**src/rtl/ivd_pkg.sv**
```systemverilog
/*
  Shared constants for the input voltage detect configuration block:
  register offsets, reset values, field positions and the serial
  target state encoding.
  Assumes nothing beyond a SystemVerilog compiler; imported by all
  design files of the block.
*/
package ivd_pkg;

  // Register offsets as seen by the serial host
  localparam logic [7:0] ADDR_PROT_CFG = 8'hD3;
  localparam logic [7:0] ADDR_RISE_LVL = 8'hD4;
  localparam logic [7:0] ADDR_OVP2_LVL = 8'hD5;

  // Register reset values
  localparam logic [7:0] RST_PROT_CFG = 8'h20;
  localparam logic [7:0] RST_RISE_LVL = 8'h03;
  localparam logic [7:0] RST_OVP2_LVL = 8'h3F;

  // Field positions and widths
  localparam int PROT_EN_BIT = 7;
  localparam int REG_SEL_BIT = 6;
  localparam int DET_EN_BIT = 5;
  localparam int LEVEL_W = 5;
  localparam int OVP2_W = 6;
  localparam int BYTE_W = 8;

  // Serial byte framing
  localparam logic [3:0] LAST_BIT = 4'h7;
  localparam logic [3:0] BYTE_BITS = 4'h8;
  localparam logic [3:0] CNT_ZERO = 4'h0;
  localparam logic [3:0] CNT_ONE = 4'h1;
  localparam logic [7:0] PTR_STEP = 8'h01;

  // Target states, Gray coded along the usual path
  typedef enum logic [3:0] {
    ST_IDLE = 4'h0,
    ST_ADDR = 4'h1,
    ST_ADDR_ACK = 4'h3,
    ST_PTR = 4'h2,
    ST_PTR_ACK = 4'h6,
    ST_WDATA = 4'h7,
    ST_WDATA_ACK = 4'h5,
    ST_RDATA = 4'h4,
    ST_RDATA_ACK = 4'hC
  } ivd_state_t;

endpackage : ivd_pkg

```
**src/rtl/ivd_config_top.sv**
```systemverilog
/*
  Top of the input voltage detect configuration block: a serial two-wire
  target that takes a register pointer and data bytes, reads back with
  pointer auto-increment, and the register bank behind it.
  Assumes scl_i and sda_i are already synchronous to clk_i, that the
  host keeps each line level for several clk_i periods, and that the
  board resolves the open-drain data line from sda_oe_o.
*/
// Functional notes
// RQ1 - Bit 7 enables input protection, reset off
// RQ2 - Bit 6 selects regulation over protection
// RQ3 - Bit 5 enables supply detector, reset on
// RQ4 - Bits 4:0 hold falling level code
// RQ5 - Rising level code bits 4:0, reset 3
// RQ6 - Unimplemented bits always read back zero
// RQ7 - Writes to unimplemented bits are dropped
// RQ8 - Protection register reads 0x20 after reset
// RQ9 - Overvoltage register reads 0x3F after reset
// RQ10 - Six-bit second overvoltage level code
// RQ11 - Host writes registers by address over serial
`timescale 1ns/1ps
`default_nettype none

module ivd_config_top
  import ivd_pkg::*;
#(
  parameter int DEV_ADDR = 'h3A // Target address, free to change per board
)
(
  input wire logic clk_i,
  input wire logic srst_i,
  input wire logic ce_i,
  input wire logic scl_i,
  input wire logic sda_i,
  output logic sda_o,
  output logic sda_oe_o,
  output logic input_protect_enable_o,
  output logic input_regulation_select_o,
  output logic supply_detector_enable_o,
  output logic [LEVEL_W-1:0] detector_fall_level_o,
  output logic [LEVEL_W-1:0] detector_rise_level_o,
  output logic [OVP2_W-1:0] second_overvoltage_level_o
);

  // Refuse addresses that do not fit seven bits
  if (DEV_ADDR < 0 || DEV_ADDR > 127)
  begin : g_bad_addr
    $error("DEV_ADDR must fit in seven bits");
  end

  localparam logic [6:0] OWN_ADDR = 7'(DEV_ADDR);

  ivd_state_t state_ff;
  ivd_state_t nxt_state;
  logic scl_q_ff;
  logic sda_q_ff;
  logic scl_d_ff;
  logic sda_d_ff;
  logic [3:0] cnt_ff;
  logic [3:0] nxt_cnt;
  logic [7:0] shift_ff;
  logic [7:0] nxt_shift;
  logic [7:0] ptr_ff;
  logic [7:0] nxt_ptr;
  logic [7:0] tx_ff;
  logic [7:0] nxt_tx;
  logic drv_ff;
  logic nxt_drv;
  logic rd_ff;
  logic nxt_rd;
  logic nxt_oe;
  logic wr_en;
  logic [7:0] rd_data;
  logic scl_rise;
  logic scl_fall;
  logic start_cond;
  logic stop_cond;
  logic [7:0] rx_byte;

  // Line events from the sampled levels
  assign scl_rise = scl_q_ff & ~scl_d_ff;
  assign scl_fall = ~scl_q_ff & scl_d_ff;
  assign start_cond = scl_q_ff & scl_d_ff & sda_d_ff & ~sda_q_ff;
  assign stop_cond = scl_q_ff & scl_d_ff & ~sda_d_ff & sda_q_ff;
  assign rx_byte = {shift_ff[6:0], sda_q_ff};

  // Line samples; idle-high reset keeps a false start from firing
  always_ff @(posedge clk_i)
  begin
    if (srst_i)
    begin
      scl_q_ff <= 1'b1;
      sda_q_ff <= 1'b1;
      scl_d_ff <= 1'b1;
      sda_d_ff <= 1'b1;
    end
    else if (ce_i)
    begin
      scl_q_ff <= scl_i;
      sda_q_ff <= sda_i;
      scl_d_ff <= scl_q_ff;
      sda_d_ff <= sda_q_ff;
    end
  end

  // Target sequencing; start and stop override any state
  always_comb
  begin
    nxt_state = state_ff;
    nxt_cnt = cnt_ff;
    nxt_shift = shift_ff;
    nxt_ptr = ptr_ff;
    nxt_tx = tx_ff;
    nxt_drv = drv_ff;
    nxt_rd = rd_ff;
    nxt_oe = sda_oe_o;
    wr_en = 1'b0;
    if (start_cond)
    begin
      nxt_state = ST_ADDR;
      nxt_cnt = CNT_ZERO;
      nxt_drv = 1'b0;
      nxt_oe = 1'b0;
    end
    else if (stop_cond)
    begin
      nxt_state = ST_IDLE;
      nxt_drv = 1'b0;
      nxt_oe = 1'b0;
    end
    else
    begin
      case (state_ff)
        ST_ADDR, ST_PTR, ST_WDATA:
        begin
          // Bytes arrive MSB first, sampled on the clock's rising edge
          if (scl_rise)
          begin
            nxt_shift = rx_byte;
            nxt_cnt = 4'(cnt_ff + CNT_ONE);
            if (cnt_ff == LAST_BIT)
            begin
              nxt_cnt = CNT_ZERO;
              if (state_ff == ST_ADDR)
              begin
                nxt_rd = sda_q_ff;
                // A foreign address is left alone until the next start
                nxt_state = (shift_ff[6:0] == OWN_ADDR) ? ST_ADDR_ACK : ST_IDLE; // RQ11
              end
              else if (state_ff == ST_PTR)
              begin
                nxt_ptr = rx_byte; // RQ11
                nxt_state = ST_PTR_ACK;
              end
              else
              begin
                wr_en = ce_i; // RQ11
                nxt_state = ST_WDATA_ACK;
              end
            end
          end
        end
        ST_ADDR_ACK, ST_PTR_ACK, ST_WDATA_ACK:
        begin
          // Pull low across the ninth clock, release on its falling edge
          if (scl_fall && !drv_ff)
          begin
            nxt_drv = 1'b1;
            nxt_oe = 1'b1;
          end
          else if (scl_fall)
          begin
            nxt_drv = 1'b0;
            nxt_oe = 1'b0;
            nxt_cnt = CNT_ZERO;
            if (state_ff == ST_ADDR_ACK && rd_ff)
            begin
              nxt_tx = rd_data;
              nxt_oe = ~rd_data[7];
              nxt_state = ST_RDATA;
            end
            else if (state_ff == ST_ADDR_ACK)
            begin
              nxt_state = ST_PTR;
            end
            else
            begin
              // Pointer steps so a burst fills consecutive registers
              if (state_ff == ST_WDATA_ACK)
              begin
                nxt_ptr = ptr_ff + PTR_STEP;
              end
              nxt_state = ST_WDATA;
            end
          end
        end
        ST_RDATA:
        begin
          if (scl_rise)
          begin
            nxt_cnt = 4'(cnt_ff + CNT_ONE);
          end
          if (scl_fall && cnt_ff == BYTE_BITS)
          begin
            nxt_oe = 1'b0;
            nxt_drv = 1'b0;
            nxt_state = ST_RDATA_ACK;
          end
          else if (scl_fall)
          begin
            nxt_oe = ~tx_ff[3'(LAST_BIT - cnt_ff)];
          end
        end
        ST_RDATA_ACK:
        begin
          // Host acknowledge asks for the next register; no-ack ends the read
          if (scl_rise && !sda_q_ff)
          begin
            nxt_ptr = ptr_ff + PTR_STEP;
            nxt_drv = 1'b1;
          end
          else if (scl_rise)
          begin
            nxt_state = ST_IDLE;
          end
          else if (scl_fall && drv_ff)
          begin
            nxt_tx = rd_data;
            nxt_oe = ~rd_data[7];
            nxt_cnt = CNT_ZERO;
            nxt_drv = 1'b0;
            nxt_state = ST_RDATA;
          end
        end
        default:
        begin
          nxt_state = ST_IDLE;
          nxt_oe = 1'b0;
        end
      endcase
    end
  end

  // Sequencer registers; only pulls low, never drives high
  always_ff @(posedge clk_i)
  begin
    if (srst_i)
    begin
      state_ff <= ST_IDLE;
      cnt_ff <= CNT_ZERO;
      shift_ff <= '0;
      ptr_ff <= '0;
      tx_ff <= '0;
      drv_ff <= 1'b0;
      rd_ff <= 1'b0;
      sda_oe_o <= 1'b0;
      sda_o <= 1'b0;
    end
    else if (ce_i)
    begin
      state_ff <= nxt_state;
      cnt_ff <= nxt_cnt;
      shift_ff <= nxt_shift;
      ptr_ff <= nxt_ptr;
      tx_ff <= nxt_tx;
      drv_ff <= nxt_drv;
      rd_ff <= nxt_rd;
      sda_oe_o <= nxt_oe;
      sda_o <= 1'b0;
    end
  end

  ivd_reg_bank u_bank (
    .clk_i(clk_i),
    .srst_i(srst_i),
    .ce_i(ce_i),
    .wr_en_i(wr_en),
    .addr_i(ptr_ff),
    .wdata_i(rx_byte),
    .rdata_o(rd_data),
    .input_protect_enable_o(input_protect_enable_o),
    .input_regulation_select_o(input_regulation_select_o),
    .supply_detector_enable_o(supply_detector_enable_o),
    .detector_fall_level_o(detector_fall_level_o),
    .detector_rise_level_o(detector_rise_level_o),
    .second_overvoltage_level_o(second_overvoltage_level_o)
  );
endmodule : ivd_config_top

`default_nettype wire

```
**src/rtl/ivd_reg_bank.sv**
```systemverilog
/*
  The three configuration registers of the input voltage detect block,
  with write decode, read mux and masking of unimplemented bits.
  Assumes a single clock, a synchronous active-high reset and a write
  strobe that already includes the clock enable.
*/
`timescale 1ns/1ps
`default_nettype none

module ivd_reg_bank
  import ivd_pkg::*;
(
  input wire logic clk_i,
  input wire logic srst_i,
  input wire logic ce_i,
  input wire logic wr_en_i,
  input wire logic [7:0] addr_i,
  input wire logic [7:0] wdata_i,
  output logic [7:0] rdata_o,
  output logic input_protect_enable_o,
  output logic input_regulation_select_o,
  output logic supply_detector_enable_o,
  output logic [LEVEL_W-1:0] detector_fall_level_o,
  output logic [LEVEL_W-1:0] detector_rise_level_o,
  output logic [OVP2_W-1:0] second_overvoltage_level_o
);

  logic nxt_prot_en;
  logic nxt_reg_sel;
  logic nxt_det_en;
  logic [LEVEL_W-1:0] nxt_fall;
  logic [LEVEL_W-1:0] nxt_rise;
  logic [OVP2_W-1:0] nxt_ovp2;

  // Write decode; bits beyond each field are simply not stored
  always_comb
  begin
    nxt_prot_en = input_protect_enable_o;
    nxt_reg_sel = input_regulation_select_o;
    nxt_det_en = supply_detector_enable_o;
    nxt_fall = detector_fall_level_o;
    nxt_rise = detector_rise_level_o;
    nxt_ovp2 = second_overvoltage_level_o;
    if (wr_en_i && addr_i == ADDR_PROT_CFG)
    begin
      nxt_prot_en = wdata_i[PROT_EN_BIT]; // RQ1
      nxt_reg_sel = wdata_i[REG_SEL_BIT]; // RQ2
      nxt_det_en = wdata_i[DET_EN_BIT]; // RQ3
      nxt_fall = wdata_i[LEVEL_W-1:0]; // RQ4
    end
    else if (wr_en_i && addr_i == ADDR_RISE_LVL)
    begin
      nxt_rise = wdata_i[LEVEL_W-1:0]; // RQ5 RQ7
    end
    else if (wr_en_i && addr_i == ADDR_OVP2_LVL)
    begin
      nxt_ovp2 = wdata_i[OVP2_W-1:0]; // RQ10 RQ7
    end
  end

  // Field registers, loaded from the register reset values
  always_ff @(posedge clk_i)
  begin
    if (srst_i)
    begin
      input_protect_enable_o <= RST_PROT_CFG[PROT_EN_BIT]; // RQ8
      input_regulation_select_o <= RST_PROT_CFG[REG_SEL_BIT];
      supply_detector_enable_o <= RST_PROT_CFG[DET_EN_BIT]; // RQ3
      detector_fall_level_o <= RST_PROT_CFG[LEVEL_W-1:0];
      detector_rise_level_o <= RST_RISE_LVL[LEVEL_W-1:0];
      second_overvoltage_level_o <= RST_OVP2_LVL[OVP2_W-1:0]; // RQ9
    end
    else if (ce_i)
    begin
      input_protect_enable_o <= nxt_prot_en;
      input_regulation_select_o <= nxt_reg_sel;
      supply_detector_enable_o <= nxt_det_en;
      detector_fall_level_o <= nxt_fall;
      detector_rise_level_o <= nxt_rise;
      second_overvoltage_level_o <= nxt_ovp2;
    end
  end

  // Read mux; unmapped offsets and unimplemented bits read zero
  always_comb
  begin
    rdata_o = '0;
    if (addr_i == ADDR_PROT_CFG)
    begin
      rdata_o = {input_protect_enable_o, input_regulation_select_o,
                 supply_detector_enable_o, detector_fall_level_o};
    end
    else if (addr_i == ADDR_RISE_LVL)
    begin
      rdata_o = {{(BYTE_W-LEVEL_W){1'b0}}, detector_rise_level_o}; // RQ6
    end
    else if (addr_i == ADDR_OVP2_LVL)
    begin
      rdata_o = {{(BYTE_W-OVP2_W){1'b0}}, second_overvoltage_level_o}; // RQ6
    end
  end
endmodule : ivd_reg_bank

`default_nettype wire

```
**config.mk**
```make
export PLATFORM = sky130hd
export DESIGN_NAME = ivd_config_top
export DESIGN_NICKNAME = d
export VERILOG_FILES = /design/src/rtl/ivd_pkg.sv /design/src/rtl/ivd_config_top.sv /design/src/rtl/ivd_reg_bank.sv
export SDC_FILE = /design/constraint.sdc
export NUM_CORES = 1
export LEC_CHECK = 0
export BUFFER_PORTS_ARGS = -buffer_cell sky130_fd_sc_hd__buf_2
export CORE_MARGIN = 2
export CORE_UTILIZATION = 65
export CTS_BUF_LIST = sky130_fd_sc_hd__clkbuf_16
export CTS_CLUSTER_DIAMETER = 120
export DETAILED_ROUTE_END_ITERATION = 8
export PLACE_DENSITY = 0.85
export SYNTH_ARGS = -nofsm -noshare
export SYNTH_HDL_FRONTEND = slang
export SYNTH_HIERARCHICAL = 1
export SYNTH_SLANG_ARGS = --single-unit
```
**constraint.sdc**
```tcl
create_clock -name clk_i -period 5 [get_ports clk_i]
set_clock_uncertainty 0.2 [all_clocks]
set_input_delay 1 -clock clk_i [delete_from_list [all_inputs] [get_ports clk_i]]
set_output_delay 1 -clock clk_i [all_outputs]
set_load 0.01 [all_outputs]
```
Word level (Yosys, flattened, before mapping)

Index checks and enable logic that the tools add are counted.

Flip-flop bits (word level): 57
Input bits: 5
Output and inout port bits: 21
Logic and storage cells: 193

$add $sub $neg: 3
Order comparisons: 1
Eq/ne operators: 50
Muxes and demuxes: 77
Bitwise operators: 17
Reduce and logical (&&, ||, !) cells: 27

Operator list:

| kind                                                            | number |
|---|---|
| 8-bit 2-to-1 mux                                                | 18 |
| 4-bit 2-to-1 mux                                                | 20 |
| 4-bit inequality test, second input constant                    | 8 |
| 4-bit one-hot mux with 4 select lines                           | 2 |
| 2-bit inequality test, second input constant                    | 15 |
| 1-bit 2-to-1 mux                                                | 26 |
| 5-bit inequality test, second input constant                    | 5 |
| 8-bit == test, second input constant                            | 3 |
| 3-bit inequality test, second input constant                    | 8 |
| 8-bit one-hot mux with 3 select lines                           | 1 |
| 4-bit by 3-bit == test with 1-bit output, second input constant | 5 |
| 10-bit AND reduction                                            | 2 |
| 8-bit one-hot mux with 2 select lines                           | 1 |
| 14-bit AND reduction                                            | 1 |
| 7-bit AND reduction                                             | 2 |
| 1-bit inverter                                                  | 10 |
| 5-bit nonzero test                                              | 2 |
| 3-bit 2-to-1 mux                                                | 3 |
| 8-bit by 1-bit adder with 8-bit output, second input constant   | 1 |
| 4-bit by 2-bit == test with 1-bit output, second input constant | 2 |
| 4-bit == test, second input constant                            | 2 |
| 1-bit logical AND                                               | 8 |
| 8-bit AND reduction                                             | 1 |
| 1-bit bitwise AND                                               | 7 |
| other kinds (19)                                                | 22 |

Logic depth before layout (Yosys ltp)

Depth after elaboration: 11
Depth in mapped cells: 9
Depth with buffers taken out: 7

By module

Netlist, hierarchy kept.

Modules (own cells, without submodules):

| module         | instances | cells an instance | area each (um^2) | seq. area each (um^2) |
|---|---|---|---|---|
| ivd_config_top | 1         | 309               | 2549.9           | 760.7 |
| ivd_reg_bank   | 1         | 107               | 1021.0           | 380.4 |

Worst setup path before layout

No wires, ideal clock.

Path kind: input to register
Start point: input ce_i
End point: register ptr_ff[0]
Library setup time: 0.074 ns
Arrival: 2.657 ns
Required time: 4.726 ns
Setup slack: 2.068 ns
Stages on the path: 6
Path buffers: 2
Path through: clkbuf_1 > o21ai_0 > a221o_1 > buf_6 > or4_1 > a31oi_1

Cells in the longest elaborated chain, start to end: 1

Ends and longest elaborated chain:

| item                           | RTL line              | source |
|---|---|---|
| start: declaration             | ivd_config_top.sv:32  | `input wire logic ce_i,` |
| 14-bit AND reduction (no line) | --                    |  |
| end signal: assignment         | ivd_config_top.sv:264 | `ptr_ff <= nxt_ptr;` |
| end: declaration               | ivd_config_top.sv:63  | `logic [7:0] ptr_ff;` |

Every way passes these cells.
A chain may end at the register's enable or synchronous reset.

Worst setup path after layout

Start point: register state_ff[1]
End point: register ptr_ff[1]

Cells in the longest elaborated chain, start to end: 4

Ends and longest elaborated chain:

| item                                                                         | RTL line                                                            | source |
|---|---|---|
| start: declaration                                                           | ivd_config_top.sv:53                                                | `ivd_state_t state_ff;` |
| start signal: assignment                                                     | ivd_config_top.sv:261                                               | `state_ff <= nxt_state;` |
| 4-bit by 2-bit == test with 1-bit output, or another cell as far along       | ivd_config_top.sv:133, ivd_config_top.sv:176, ivd_config_top.sv:182 |  |
| 3-bit OR reduction / 1-bit logical AND (equally long branches)               | ivd_config_top.sv:133, ivd_config_top.sv:176                        |  |
| 2-bit inequality test (no line) / 3-bit nonzero test (equally long branches) | --                                                                  |  |
| 14-bit AND reduction (no line)                                               | --                                                                  |  |

Parallel ways exist; a longest one is shown, timed or not.

==> flow_summary.toml <==
[sta]
rsz0062_at_grt = "false"
drv_slew = 0
worstMarginPinSlew_ns = 0.846
setup_tns_ns = 0
hold_viol = 0
slew_headroom_pct = 43.4
period_needed_ns = 3.28
finalSetupViolCount = 0
min_period_over_period_pct = 65.7
fmax_ghz = 0.305

[clock_network]
clock_sinks = 57
clk_pin_slew_worst_paths_ns = 0.05
cts_tree = "done"
clkLatencyLatePin_ns = 0.33
ctsResizeCount = 0
cts_buffers = 9
post_cts_buffers = 0
ctsLongestPathBuffers = 2
hold_buffers = 0
clockRootBuffer = "clkbuf_16"
ctsHtreeMaxLevel = 3

[finish]
layout-drive-gt1-share_pct = 13.3
area_growth_pct = 9.57
diodes = 0
fin_nets = 426

[grt]
grt_pass1_wl_um = 14900
grt-ovfl-total = 0
grt_pass1_vias = 3036
grt_usage_pct = 31.1
antenna_found_initial = 0
grt_max_degree = 65

[critical_path]
reg2reg_slack_ns = 1.72
reg2reg_to = "ptr_ff[1]$_SDFFE_PP0P_"
reg2reg_depth = 5
cp.required_ns = 5.02
crit_arrival_ns = 3.31
r2r_start = "state_ff[1]$_SDFFE_PP0P_"
cp-start-kind = "flop"
path_class = "flop to flop"
cp_max_fo = 27
endpoint_kind = "flop"

[worst_hold_path]
hold_depth = 2
min_path_type = "flop to flop"
hold_start = "u_bank/input_protect_enable_o$_SDFFE_PP0P_"
min_to = "u_bank/input_protect_enable_o$_SDFFE_PP0P_"

[placed_design]
routabilityCongestion = 0.973
io_buffers = 24
hpwl_um = 5890

[pwr]
power_w = 0.00114
power_density_mw_per_mm2 = 292
ir_worst_vdd_mv = 0.203
p_leak_nw = 1.36

[synth]
yosysSeqAreaShare_pct = 32.0
syn_avg_cell_area_um2 = 8.58
syn_inst = 416
netlist_area_mm2 = 0.00357
synthFlopType = "dfxtp_1"
ys_ff_latch = 57
async_flop_share_pct = 0
synth_warnings = 6
synthesis.nets = 424
synth_edf_count = 0
synthDistinctLibCells = 66

[status]
status = "completed"

[floorplan]
initial_core_util_pct = 68.6
fp-row-count = 26
io_pins = 26
die_w_um = 78.1
die-area_mm2 = 0.00610
die_h_um = 78.1
coreArea_mm2 = 0.00520

[detailed_routing]
wirelength_um = 9080
post_drt_wl_per_cell_um = 18.5
first_pass_iters = 5
ant_nets = 0
remaining_drc_errors = 0
route.vias.total = 3304
avgViaCountPerCell = 6.72
first_iter_violations = 326

[run]
maxCapViolCount = 0
power by group:
part           switching (W)  internal [W]  total (W)  leakage [nW]
sequential        0.00000855      0.000458   0.000467         0.460
clock               0.000196      0.000425   0.000622         0.155
combinational      0.0000349     0.0000185  0.0000534         0.743
total               0.000240      0.000902    0.00114          1.36
cells in the final DEF, fill, tap and decap left out, types with 3 or more instances in the layout:
cell	n
clkbuf_16	9
dfxtp_1	57
and3b_1	3
nand2b_1	24
xnor2_1	3
a21oi_1	21
nor2b_1	6
mux2i_1	38
o21ai_0	16
nor4bb_1	4
a221o_1	3
nor4b_1	4
a22oi_1	7
nor4_1	3
nand3b_1	3
nor3b_1	3
o211ai_1	4
nor2_1	45
ha_1	3
nand4b_1	3
buf_2	24
or3_1	3
o221ai_1	3
or4_1	3
o31ai_1	11
inv_1	8
a211oi_1	5
nand3_1	11
nand2_1	33
o311ai_0	4
mux2_2	5
kinds of logic (layout without fill, tap and decap cells):
group	Yosys count	in the layout	share of synthesized area [%]
AO/OA/AOI/OAI	97	97	19.7
XOR/XNOR	4	4	0.981
adder cells (fa/ha/maj)	3	3	1.05
buffers and inverters	40	46	5.54
flip-flops	57	57	32.0
multiplexers	45	45	13.7
other	1	1	0.105
AND/OR/NAND/NOR	169	169	27.0
cell usage after synthesis, types with 5 or more instances:
| cell type | instances | area share [%] |
|---|---|---|
| mux2_2 | 5 | 1.6 |
| o31ai_1 | 11 | 2.3 |
| nor2b_1 | 6 | 1.1 |
| o21ai_0 | 16 | 2.2 |
| nand2b_1 | 24 | 4.2 |
| a21oi_1 | 21 | 2.9 |
| nor2_1 | 45 | 4.7 |
| buf_2 | 8 | 1.1 |
| nand3_1 | 11 | 1.5 |
| clkbuf_1 | 19 | 2.0 |
| a211oi_1 | 5 | 1.1 |
| inv_1 | 6 | 0.63 |
| a22oi_1 | 7 | 1.5 |
| dfxtp_1 | 57 | 32 |
| nand2_1 | 33 | 3.5 |
| mux2i_1 | 38 | 11 |
worst max-delay path, cell delays in order, from the launching register on:
cell and delay [ns]:
dfxtp_1 0.86, xnor2_1 0.29, a21oi_1 0.70, a21oi_1 0.43, or2_1 0.43, a31o_2 0.28
layer usage:
layer | global-route usage [%] | part of all wire (%) | vias to the layer above
li1 | - | - | 1539
met1 | 38.4 | 41 | 1570
met2 | 50.3 | 47 | 158
met3 | 7.24 | 8.3 | 37
met4 | 16.5 | 3.7 | 0
met5 | 0 | 0 | -
worst max-delay path by stage:
stage / slack (ns) / to / cells after the start / from
after floorplan: 2.07 / ptr_ff[0]$_SDFFE_PP0P_ / 6 / ce_i
after global placement: 1.90 / ptr_ff[1]$_SDFFE_PP0P_ / 5 / state_ff[1]$_SDFFE_PP0P_
after detailed placement: 1.80 / ptr_ff[1]$_SDFFE_PP0P_ / 5 / state_ff[1]$_SDFFE_PP0P_
after CTS: 1.78 / ptr_ff[1]$_SDFFE_PP0P_ / 5 / state_ff[1]$_SDFFE_PP0P_
after global routing: 1.35 / ptr_ff[2]$_SDFFE_PP0P_ / 5 / state_ff[1]$_SDFFE_PP0P_
final: 1.72 / ptr_ff[1]$_SDFFE_PP0P_ / 5 / state_ff[1]$_SDFFE_PP0P_
through the flow:
step	setup WS, ns	hold WS [ns]	instances	area [um^2]	utilization [%]
CTS	1.78	0.285	492	3910	75.2
floorplan	2.07	0.251	416	3570	-
detailed placement	1.80	0.275	477	3610	69.4
global route	1.35	0.310	492	3910	75.2
finish	1.72	0.278	492	3910	75.2
global placement	1.90	0.266	477	3610	69.4
cell type report:
type                    instances  area, um^2
clock buffers                   9         225
clock inverters                 6        76.3
fillers                       364        1290
inverters                       6        22.5
multi-input cells             319        2230
flip-flops and latches         57        1140
well taps                      70        87.6
repair buffers                 25         128
state kept, by name, summed over array words and instances (netlist names):
name                               cells
ptr_ff                                 8
u_bank/input_regulation_select_o       1
state_ff                               4
sda_q_ff                               1
sda_oe_o                               1
u_bank/second_overvoltage_level_o      6
u_bank/supply_detector_enable_o        1
rd_ff                                  1
u_bank/detector_rise_level_o           5
sda_d_ff                               1
tx_ff                                  8
drv_ff                                 1
u_bank/input_protect_enable_o          1
scl_q_ff                               1
u_bank/detector_fall_level_o           5
scl_d_ff                               1
cnt_ff                                 4
shift_ff                               7
No activity file was read; power rests on OpenSTA's default activity.
